## src/arseq_regs.vh

```
// Register map, field positions and timing constants of the recloser
`ifndef ARSEQ_REGS_VH
`define ARSEQ_REGS_VH
`define ARSEQ_CLK_HZ 40000000
`define ARSEQ_TICK_MS 1
`define ARSEQ_TICK_CYC (`ARSEQ_CLK_HZ / 1000 * `ARSEQ_TICK_MS)
`define ARSEQ_A_CTRL 12'h000
`define ARSEQ_A_STATUS 12'h004
`define ARSEQ_A_DEAD 12'h008
`define ARSEQ_A_RECLAIM 12'h00C
`define ARSEQ_A_ACTION 12'h010
`define ARSEQ_A_GRECLAIM 12'h014
`define ARSEQ_A_EVTEN 12'h018
`define ARSEQ_A_EVENT 12'h01C
`define ARSEQ_A_CNTCLR 12'h020
`define ARSEQ_A_CNT0 12'h040
`define ARSEQ_CTRL_ENABLE 0
`define ARSEQ_CTRL_USE_IN 1
`define ARSEQ_CTRL_USE_GRCL 2
`define ARSEQ_CTRL_SHOTS_LO 4
`define ARSEQ_CTRL_SHOTS_HI 6
`define ARSEQ_CTRL_MODE_LO 8
`define ARSEQ_CTRL_MODE_HI 12
`define ARSEQ_CTRL_RST 32'h0000_0015
`define ARSEQ_NCNT 10
`define ARSEQ_EVQ_DEPTH 8
`endif

```

## src/arseq_top.v

```verilog
// Auto-recloser sequencer with APB register file, events and counters
`include "arseq_regs.vh"
module arseq_top (
  input wire pclk,
  input wire presetn,
  input wire psel,
  input wire penable,
  input wire pwrite,
  input wire [11:0] paddr,
  input wire [31:0] pwdata,
  output reg [31:0] prdata,
  output wire pready,
  output wire pslverr,
  input wire [4:0] reclose_request_in,
  input wire recloser_enable_input,
  input wire recloser_manual_clear,
  input wire recloser_lock_input,
  input wire critical_lockout_request,
  input wire breaker_open_status,
  input wire breaker_closed_status,
  input wire manual_open_cmd,
  input wire manual_close_cmd,
  input wire object_fail,
  output reg object_open_cmd,
  output reg object_close_cmd,
  output wire recloser_on,
  output wire recloser_running,
  output wire recloser_locked,
  output wire recloser_ready,
  output wire dead_time_on,
  output wire reclaim_time_on,
  output wire arcing_time_on,
  output wire final_trip_on,
  output wire [4:0] request_active,
  output wire [4:0] shot_running,
  output wire event_valid,
  output wire [7:0] event_code,
  output wire [31:0] event_stamp,
  input wire event_ready
);
localparam S_READY = 4'd0, S_OPEN = 4'd1, S_DEAD = 4'd2, S_CLOSE = 4'd3;
localparam S_RECLAIM = 4'd4, S_GRECL = 4'd5, S_FTRIP = 4'd6;
localparam S_LOCK = 4'd7, S_HALT = 4'd8, S_OFF = 4'd9;
////////////////////////////////////////////////////////////////////////////
// Input synchronisers: three flops, change accepted when last two agree
wire [13:0] raw_in = {object_fail, manual_close_cmd, manual_open_cmd,
  breaker_closed_status, breaker_open_status, critical_lockout_request,
  recloser_lock_input, recloser_manual_clear, recloser_enable_input,
  reclose_request_in};
reg [13:0] s1_r, s2_r, s3_r, in_r;
always @(posedge pclk or negedge presetn) begin
  if (!presetn) begin
    s1_r <= 14'h0000;
    s2_r <= 14'h0000;
    s3_r <= 14'h0000;
    in_r <= 14'h0000;
  end else begin
    s1_r <= raw_in;
    s2_r <= s1_r;
    s3_r <= s2_r;
    in_r <= (s2_r & s3_r) | (in_r & (s2_r | s3_r));
  end
end
reg [13:0] in_d_r;
wire [4:0] req = in_r[4:0];
wire en_in = in_r[5];
wire mclr = in_r[6];
wire lock_in = in_r[7];
wire crit = in_r[8];
wire brk_open = in_r[9];
wire brk_closed = in_r[10];
wire man_rise = (in_r[11] & ~in_d_r[11]) | (in_r[12] & ~in_d_r[12]);
wire man_close = in_r[12] & ~in_d_r[12];
wire fail = in_r[13];
wire any_req = |req;
////////////////////////////////////////////////////////////////////////////
// Millisecond tick
reg [15:0] div_r;
reg [31:0] ms_r;
wire tick = (div_r == `ARSEQ_TICK_CYC - 1);
always @(posedge pclk or negedge presetn) begin
  if (!presetn) begin
    div_r <= 16'h0000;
    ms_r <= 32'h0000_0000;
  end else begin
    div_r <= tick ? 16'h0000 : div_r + 16'h0001;
    if (tick)
      ms_r <= ms_r + 32'h0000_0001;
  end
end
////////////////////////////////////////////////////////////////////////////
// Settings (live: changes act immediately)
reg [31:0] ctrl_r, dead_r, reclaim_r, action_r, grcl_r, evten_r;
wire use_in = ctrl_r[`ARSEQ_CTRL_USE_IN];
wire on = ctrl_r[`ARSEQ_CTRL_ENABLE] & (~use_in | en_in);
wire [2:0] nshots = ctrl_r[`ARSEQ_CTRL_SHOTS_HI:`ARSEQ_CTRL_SHOTS_LO];
reg [3:0] st_r;
reg [2:0] shot_r;
reg [2:0] prio_r;
// Per-shot timer fields: reclaim and action 16 bits each, even shot low half; dead time 8 bits per shot
function [15:0] pick16;
  input [31:0] w;
  input [2:0] s;
  begin
    pick16 = s[0] ? w[31:16] : w[15:0];
  end
endfunction
// One mode bit per shot: 1 discrimination, 0 arcing, so never both
wire disc_mode = ctrl_r[`ARSEQ_CTRL_MODE_LO + shot_r];
wire [15:0] dead_set = dead_r[8*shot_r[1:0] +: 8] == 8'h00 ? 16'h0000 :
  {8'h00, dead_r[8*shot_r[1:0] +: 8]};
wire [15:0] recl_set = pick16(reclaim_r, shot_r);
wire [15:0] act_set = pick16(action_r, shot_r);
wire [15:0] grcl_set = grcl_r[15:0];
////////////////////////////////////////////////////////////////////////////
// Sequencer
reg [15:0] tmr_r, act_r;
reg succ_r;
wire [2:0] top_req = req[0] ? 3'd0 : req[1] ? 3'd1 : req[2] ? 3'd2 :
  req[3] ? 3'd3 : 3'd4;
wire more_shots = ({1'b0, shot_r} + 4'd1) < {1'b0, nshots};
wire act_run = (st_r == S_RECLAIM) & ~disc_mode & any_req &
  (act_set != 16'h0000);
always @(posedge pclk or negedge presetn) begin
  if (!presetn) begin
    st_r <= S_OFF;
    shot_r <= 3'd0;
    prio_r <= 3'd0;
    tmr_r <= 16'h0000;
    act_r <= 16'h0000;
    succ_r <= 1'b0;
    object_open_cmd <= 1'b0;
    object_close_cmd <= 1'b0;
    in_d_r <= 14'h0000;
  end else begin
    in_d_r <= in_r;
    if (tick && tmr_r != 16'hFFFF)
      tmr_r <= tmr_r + 16'h0001;
    if (crit) begin
      st_r <= S_LOCK;
      object_open_cmd <= 1'b0;
      object_close_cmd <= 1'b0;
    end else if (lock_in && st_r != S_HALT) begin
      st_r <= S_LOCK;
      object_close_cmd <= 1'b0;
    end else if (man_close && st_r == S_DEAD) begin
      st_r <= S_GRECL;
      succ_r <= 1'b0;
      tmr_r <= 16'h0000;
      object_close_cmd <= 1'b0;
    end else if (man_rise && st_r != S_READY && st_r != S_LOCK &&
                 st_r != S_OFF && st_r != S_HALT) begin
      st_r <= S_READY;
      object_open_cmd <= 1'b0;
      object_close_cmd <= 1'b0;
    end else if (fail && (st_r == S_OPEN || st_r == S_CLOSE)) begin
      st_r <= S_LOCK;
      object_open_cmd <= 1'b0;
      object_close_cmd <= 1'b0;
    end else begin
      case (st_r)
        S_OFF: if (on) st_r <= S_READY;
        S_READY: begin
          if (!on) st_r <= S_OFF;
          else if (any_req && nshots != 3'd0) begin
            prio_r <= top_req;
            shot_r <= 3'd0;
            object_open_cmd <= 1'b1;
            st_r <= S_OPEN;
          end
        end
        S_OPEN: if (brk_open) begin
          object_open_cmd <= 1'b0;
          tmr_r <= 16'h0000;
          st_r <= S_DEAD;
        end
        S_DEAD: if (dead_set == 16'h0000 || tmr_r >= dead_set) begin
          object_close_cmd <= 1'b1;
          st_r <= S_CLOSE;
        end
        S_CLOSE: if (brk_closed) begin
          object_close_cmd <= 1'b0;
          tmr_r <= 16'h0000;
          act_r <= 16'h0000;
          st_r <= S_RECLAIM;
        end
        S_RECLAIM: begin
          if (act_run && tick)
            act_r <= act_r + 16'h0001;
          if (disc_mode && act_set != 16'h0000 && tmr_r < act_set &&
              any_req) begin
            st_r <= S_HALT;
          end else if ((!disc_mode && act_set != 16'h0000) ?
                       (any_req && act_r >= act_set) :
                       (any_req && (disc_mode || act_set == 16'h0000))) begin
            // Fault persists: next shot or final trip
            if (more_shots) begin
              shot_r <= shot_r + 3'd1;
              object_open_cmd <= 1'b1;
              st_r <= S_OPEN;
            end else begin
              object_open_cmd <= 1'b1;
              st_r <= S_FTRIP;
            end
          end else if (recl_set == 16'h0000 || tmr_r >= recl_set) begin
            succ_r <= 1'b1;
            tmr_r <= 16'h0000;
            st_r <= (ctrl_r[`ARSEQ_CTRL_USE_GRCL] && grcl_set != 16'h0000)
              ? S_GRECL : S_READY;
          end
        end
        S_GRECL: begin
          if (!succ_r || any_req) begin
            // Fault in general reclaim, or after manual close
            object_open_cmd <= any_req;
            st_r <= any_req ? S_FTRIP : S_LOCK;
          end else if (tmr_r >= grcl_set)
            st_r <= S_READY;
        end
        S_FTRIP: if (brk_open) begin
          object_open_cmd <= 1'b0;
          st_r <= S_LOCK;
        end
        S_LOCK: if (mclr && !lock_in) st_r <= S_READY;
        S_HALT: if (mclr && brk_closed) st_r <= S_READY;
        default: st_r <= S_OFF;
      endcase
    end
  end
end
////////////////////////////////////////////////////////////////////////////
// Status indications
assign recloser_on = on;
assign recloser_ready = (st_r == S_READY);
assign recloser_locked = (st_r == S_LOCK) | (st_r == S_HALT);
assign dead_time_on = (st_r == S_DEAD);
assign reclaim_time_on = (st_r == S_RECLAIM) | (st_r == S_GRECL);
assign arcing_time_on = act_run;
assign final_trip_on = (st_r == S_FTRIP);
wire seq = (st_r >= S_OPEN) & (st_r <= S_RECLAIM);
assign recloser_running = seq;
assign request_active = seq ? (5'h01 << prio_r) : 5'h00;
assign shot_running = seq ? (5'h01 << shot_r) : 5'h00;
////////////////////////////////////////////////////////////////////////////
// Events: input changes, commands and status, stamped in ms
wire [23:0] ev_vec = {object_open_cmd, object_close_cmd, recloser_ready,
  recloser_locked, dead_time_on, reclaim_time_on, arcing_time_on,
  final_trip_on, recloser_running, on, in_r};
reg [23:0] ev_d_r, ev_pend_r;
reg [4:0] ev_idx;
reg ev_hit;
integer k;
always @* begin
  ev_idx = 5'd0;
  ev_hit = 1'b0;
  for (k = 23; k >= 0; k = k - 1)
    if (ev_pend_r[k]) begin
      ev_idx = k[4:0];
      ev_hit = 1'b1;
    end
end
reg ev_v_r;
reg [7:0] ev_c_r;
reg [31:0] ev_s_r;
wire ev_load = ev_hit & (~ev_v_r | event_ready);
always @(posedge pclk or negedge presetn) begin
  if (!presetn) begin
    ev_d_r <= 24'h000000;
    ev_pend_r <= 24'h000000;
    ev_v_r <= 1'b0;
    ev_c_r <= 8'h00;
    ev_s_r <= 32'h0000_0000;
  end else begin
    ev_d_r <= ev_vec;
    // New change wins over the clear of the one just taken
    ev_pend_r <= (ev_pend_r & ~(ev_load ? (24'h000001 << ev_idx) :
      24'h000000)) | ((ev_vec ^ ev_d_r) & evten_r[23:0]);
    if (ev_load) begin
      ev_v_r <= 1'b1;
      ev_c_r <= {2'b00, ev_vec[ev_idx], ev_idx};
      ev_s_r <= ms_r;
    end else if (event_ready)
      ev_v_r <= 1'b0;
  end
end
assign event_valid = ev_v_r;
assign event_code = ev_c_r;
assign event_stamp = ev_s_r;
////////////////////////////////////////////////////////////////////////////
// Counters: 0-4 per request sequence start, 5 any reclaim exit while succ_r is set, 6 final trip, 7 lock,
// 8 halt, 9 manual reset
reg [15:0] cnt_r [0:`ARSEQ_NCNT-1];
wire [3:0] st_d;
reg [3:0] st_d_r;
assign st_d = st_d_r;
wire [`ARSEQ_NCNT-1:0] cnt_inc;
assign cnt_inc[4:0] = (st_r == S_OPEN && st_d == S_READY) ?
  (5'h01 << prio_r) : 5'h00;
assign cnt_inc[5] = (st_r != S_RECLAIM) && (st_d == S_RECLAIM) && succ_r;
assign cnt_inc[6] = (st_r == S_FTRIP) && (st_d != S_FTRIP);
assign cnt_inc[7] = (st_r == S_LOCK) && (st_d != S_LOCK);
assign cnt_inc[8] = (st_r == S_HALT) && (st_d != S_HALT);
assign cnt_inc[9] = mclr & ~in_d_r[6];
wire apb_wr = psel & penable & pwrite;
wire cnt_clr_wr = apb_wr && (paddr == `ARSEQ_A_CNTCLR);
genvar g;
generate
  for (g = 0; g < `ARSEQ_NCNT; g = g + 1) begin : g_cnt
    always @(posedge pclk or negedge presetn) begin
      if (!presetn)
        cnt_r[g] <= 16'h0000;
      else if (cnt_inc[g])
        cnt_r[g] <= cnt_r[g] + 16'h0001;
      else if (cnt_clr_wr && pwdata[g])
        cnt_r[g] <= 16'h0000;
    end
  end
endgenerate
always @(posedge pclk or negedge presetn) begin
  if (!presetn)
    st_d_r <= S_OFF;
  else
    st_d_r <= st_r;
end
////////////////////////////////////////////////////////////////////////////
// APB slave: zero wait states, unmapped addresses answer pslverr
wire cnt_sel = (paddr >= `ARSEQ_A_CNT0) &&
  (paddr < `ARSEQ_A_CNT0 + 4 * `ARSEQ_NCNT);
wire [3:0] cnt_idx = paddr[5:2];
wire mapped = (paddr[1:0] == 2'b00) && (paddr <= `ARSEQ_A_CNTCLR || cnt_sel);
assign pready = 1'b1;
assign pslverr = psel & penable & ~mapped;
always @(posedge pclk or negedge presetn) begin
  if (!presetn) begin
    ctrl_r <= `ARSEQ_CTRL_RST;
    dead_r <= 32'h0000_0000;
    reclaim_r <= 32'h0000_0000;
    action_r <= 32'h0000_0000;
    grcl_r <= 32'h0000_0000;
    evten_r <= 32'h00FF_FFFF;
  end else if (apb_wr) begin
    case (paddr)
      `ARSEQ_A_CTRL: ctrl_r <= pwdata;
      `ARSEQ_A_DEAD: dead_r <= pwdata;
      `ARSEQ_A_RECLAIM: reclaim_r <= pwdata;
      `ARSEQ_A_ACTION: action_r <= pwdata;
      `ARSEQ_A_GRECLAIM: grcl_r <= pwdata;
      `ARSEQ_A_EVTEN: evten_r <= pwdata;
      default: ;
    endcase
  end
end
always @* begin
  case (paddr)
    `ARSEQ_A_CTRL: prdata = ctrl_r;
    `ARSEQ_A_STATUS: prdata = {8'h00, shot_running, request_active,
      7'h00, shot_r, st_r};
    `ARSEQ_A_DEAD: prdata = dead_r;
    `ARSEQ_A_RECLAIM: prdata = reclaim_r;
    `ARSEQ_A_ACTION: prdata = action_r;
    `ARSEQ_A_GRECLAIM: prdata = grcl_r;
    `ARSEQ_A_EVTEN: prdata = evten_r;
    `ARSEQ_A_EVENT: prdata = {15'h0000, ev_v_r, 8'h00, ev_c_r};
    default: prdata = cnt_sel ? {16'h0000, cnt_r[cnt_idx]} : 32'h0000_0000;
  endcase
end
endmodule

```

## config.mk

```make
export PLATFORM = sky130hd
export DESIGN_NAME = arseq_top
export DESIGN_NICKNAME = d
export VERILOG_FILES = /design/src/arseq_top.v
export VERILOG_INCLUDE_DIRS = /design/src
export SDC_FILE = /design/constraint.sdc
export NUM_CORES = 1
export LEC_CHECK = 0
export BUFFER_PORTS_ARGS = -buffer_cell sky130_fd_sc_hd__buf_2
export CAP_MARGIN = 20
export CORE_UTILIZATION = 31
export CTS_CLUSTER_DIAMETER = 40
export DETAILED_ROUTE_END_ITERATION = 7
export PLACE_DENSITY = 0.45
export SYNTH_ARGS = -nofsm -noshare
export SYNTH_HDL_FRONTEND = slang
export SYNTH_SLANG_ARGS = --single-unit
```

## constraint.sdc

```tcl
create_clock -name pclk -period 6.1 [get_ports pclk]
set_clock_uncertainty 0.05 [all_clocks]
set_input_delay 0.61 -clock pclk [delete_from_list [all_inputs] [get_ports pclk]]
set_output_delay 0.61 -clock pclk [all_outputs]
set_load 0.005 [all_outputs]
```

==> summary.md <==
| Metric | Value |
|---|---|
| Status | finished, final reports clean |
| Post-synthesis register bit count | around 590 |
| WP buf/inv | 3 |
| Rel. slew slack | about 20% |
| F_max | approximately 220 MHz |
| Crit end category | output port |
| Clk network pwr share | 52.4% |
| Setup-failing EPs final | 0 |
| Power per cell area | roughly 350 nW/um^2 |
| Post-Layout Cell Count | 4,444 |
| Total Die Area | approximately 100,000 sq um |
| Final RePlAce weighted congestion | between 0.9 and 1 |
| Hold Crit Class | in2reg |
| Worst endpoint required time | approximately 5400 ps |
| Clock Tree Buf Depth | 3 |
| EDFF count, synth | 0 |
| # H-tree levels | 3 |
| DRT iter0 DRCs | around 2,200 |
| Share of the synthesized area in the top cell type | 45.73% |
| Post-synthesis compound-gate area fraction | between 10% and 20% |
| Max VDD drop | between 0.2 and 0.25 mV |
| Global-route wire length before repair | ~160,000 um |
| Core area | 98,280 sq um |
| Top post-synthesis cells by area | dfrtp_1, mux2_2, ha_1 |
| Critical path arrival | 3990 ps |
| Crit path cell chain | buf_2 > or4_1 > or4_1 > nor3_4 > and2_1 > buf_4 > a222oi_1 > nand2_1 > buf_2 |
| Max-slew violation count | 0 |
| Routed vias | around 25,000 |
| HPWL Detailed | about 82,000 um |
| Final Hold Viols | 0 |
| Clock sinks | between 500 and 600 |
| Post-CTS setup buffer count | 0 |
| Initial antenna violation count | 7 |
| Min cycle time layout | between 4000 and 5000 ps |
| Root Driver | clkbuf_16 |
| P_leak | ~17 nW |
| Net Sw Frac | between 20 and 30% |
| Share of layout cells above drive strength 1 | a little under a quarter |
| Multiplexer share of the synthesized area | between 10 and 15% |
| Antenna Nets Post-Route | 0 |
| Worst path max stage delay | 810 ps |
| Switching power | ~0.0037 W |
| Avg WL per Cell | between 20 and 25 um |
| CTS tree | yes |
| Drt pass-1 iters | 7 |
| CP max stage cell | and2_1 |
| CP delay by family, top | simple AND/OR/NAND/NOR gates |
| Post-synth ARST share | 100.0% |
| Area grow syn2layout | 21.66% |
| Period utilisation layout | roughly three quarters |
| Num rows | around 120 |
| PortBufs | 155 |
| Starting density of the core | between 30% and 40% |
| Clock transition at the registers of the reported paths | roughly 60 ps |
| Synth unique cells | 80 |
| Largest net degree at the start of global routing | roughly 150 |
| Total clock buffers created by CTS | approximately 120 |
| Adder-cell share of the synthesized area | around 4.3% |
| Leading area contributor after synthesis | dfrtp_1 |
| YS warnings | 0 |
| Vias/cell | roughly 5.5 |
| Largest family of logic cells by synthesized area | simple AND/OR/NAND/NOR gates |
| Critical path class | in2out |
| Post-CTS resize count | 0 |
| IO Pins | approximately 160 |
| Die height | roughly 320 um |
| Seq pwr share | 34.0% |
| WL final | around 110,000 um |
| Mapped cell area | 30,700 sq um |
| Grt total ovfl | 0 |
| Dominant synthesized flop cell | dfrtp_1 |
| DRC viols | 0 |
| Layout net count | ~3,200 |
| Crit path max fanout | 18 |
| Total GRT Usage | between 20% and 30% |
| RSZ-0062 raised after global routing | no |
| Combinational Power Share | 13.6% |
| Synth Area per Inst | about 11 sq um |
| Nature of the critical path startpoint | input port |
| Syn Inst Count | between 2,000 and 3,000 |
| DIE WIDTH | ~320 um |
| P_int | around 0.0094 W |
| Placed Cells | 4,209 |
| Max Cap Viol | 0 |
| Worst Tran Pin Value | between 1000 and 1500 ps |
| Post-Synth XOR/XNOR Area | between 2 and 3% |
| Hold-fix buffers, CTS | 15 |
| Post-synthesis simple-gate area fraction | 14.98% |
| Setup TNS | 0 ps |
| Sequential-to-total area share from yosys stat | 48.39% |
| Vias in the first global route | 24,303 |
| Worst skew pair latency | 690 ps |
cell usage in the layout, fill, tap and decap left out, types with 30 or more instances in the layout:
cell and n:
dfstp_2 31, mux2_4 30, a22o_1 31, a21oi_1 80, nor3_1 30, ha_1 95
buf_4 33, mux4_2 43, nand4_1 51, nand3_1 197, mux2_2 216, xor2_1 53
nand2_1 230, mux2i_1 54, a22oi_1 72, clkbuf_16 120, buf_2 153, inv_1 61
and3_1 83, dfrtp_1 560, xnor2_1 50, o21ai_0 212, nor2_1 190
layer usage:
| layer | routed length, um | vias to the layer above | track usage [%] |
|---|---|---|---|
| met4 | 3916 | 0 | 8.184 |
| li1 | - | 11045 | - |
| met2 | 48700 | 844 | 33.05 |
| met5 | 0 | - | 0 |
| met1 | 51370 | 12479 | 31.67 |
| met3 | 7097 | 192 | 4.205 |
stage by stage:
step	worst slack [ps]	instance area (sq um)	util, %	total power, W	hold slack, ps
6_report	1451	37340	38.00	0.01313	192.9
5_1_grt	1322	37340	38.00	0.01364	173.8
4_1_cts	1409	37330	37.98	0.01325	137.6
3_5_place_dp	1423	32940	33.51	0.006269	284.7
3_3_place_gp	1531	32940	33.51	0.006256	282.4
2_1_floorplan	1654	30700	-	0.005471	264.4
final timing paths:
kind	end	cells after the start	slack, ps	start
setup / recovery	prdata[10]	9	1450	paddr[10]
hold reg to reg	s2_r[12]$_DFF_PN0_	0	300	s1_r[12]$_DFF_PN0_
min in group asynchronous	s3_r[6]$_DFF_PN0_	2	470	presetn
max in group asynchronous	shot_r[0]$_DFFE_PN0P_	3	4110	presetn
setup reg to reg	tmr_r[5]$_DFF_PN0_	9	1800	shot_r[0]$_DFFE_PN0P_
hold / removal	action_r[25]$_DFFE_PN0P_	2	190	pwdata[25]
cell type report:
class | instances | area [sq um]
multi-input combinational | 2078 | 15120
clock buffer | 162 | 3361
clock inverter | 55 | 879.6
antenna | 1 | 2.502
inverter | 62 | 232.7
timing repair buffer | 207 | 1279
fill | 9562 | 60930
tap | 1287 | 1610
sequential | 592 | 14850
power groups by stage:
stage / registers, W / clock network [W] / logic [W]
final: 0.00446 / 0.00688 / 0.00178
after global placement: 0.00451 / 0 / 0.00175
after CTS: 0.00445 / 0.00702 / 0.00177
after floorplan: 0.00434 / 0 / 0.00113
after detailed placement: 0.00451 / 0 / 0.00176
after global routing: 0.00449 / 0.00721 / 0.00194
cells in the mapped netlist (9+ instances only):
cell,n
a211oi_1,12
a21o_1,19
a21oi_1,80
a221oi_1,10
a222oi_1,20
a22o_1,31
a22oi_1,72
a31o_2,19
a31oi_1,19
and2_1,17
and3_1,84
and4_1,10
buf_1,12
buf_2,23
clkbuf_1,70
dfrtp_1,561
dfstp_2,31
ha_1,95
inv_1,61
maj3_1,14
mux2_2,216
mux2_4,30
mux2i_1,54
mux4_2,43
nand2_1,230
nand2b_1,15
nand3_1,197
nand4_1,51
nor2_1,190
nor2b_1,18
nor3_1,31
nor4_1,30
o211ai_1,16
o21a_1,10
o21ai_0,212
o31ai_1,20
or3_1,9
or4_1,12
xnor2_1,50
xor2_1,53
flip-flops by register name, summed over array words and instances, names as in the netlist, 24 cells and up:
signal       flops
cnt_r          160
action_r        32
ctrl_r          32
dead_r          32
event_stamp     32
evten_r         32
grcl_r          32
ms_r            32
reclaim_r       32
ev_d_r          24
ev_pend_r       24
logic make-up after synthesis:
family / count (synthesis)
buf+inv: 176
fa+ha+maj: 109
other cells: 2
mux: 348
compound gates: 589
xor+xnor: 103
simple gates: 926
flops: 592
Note: power is estimated with default switching activity, not from simulation.
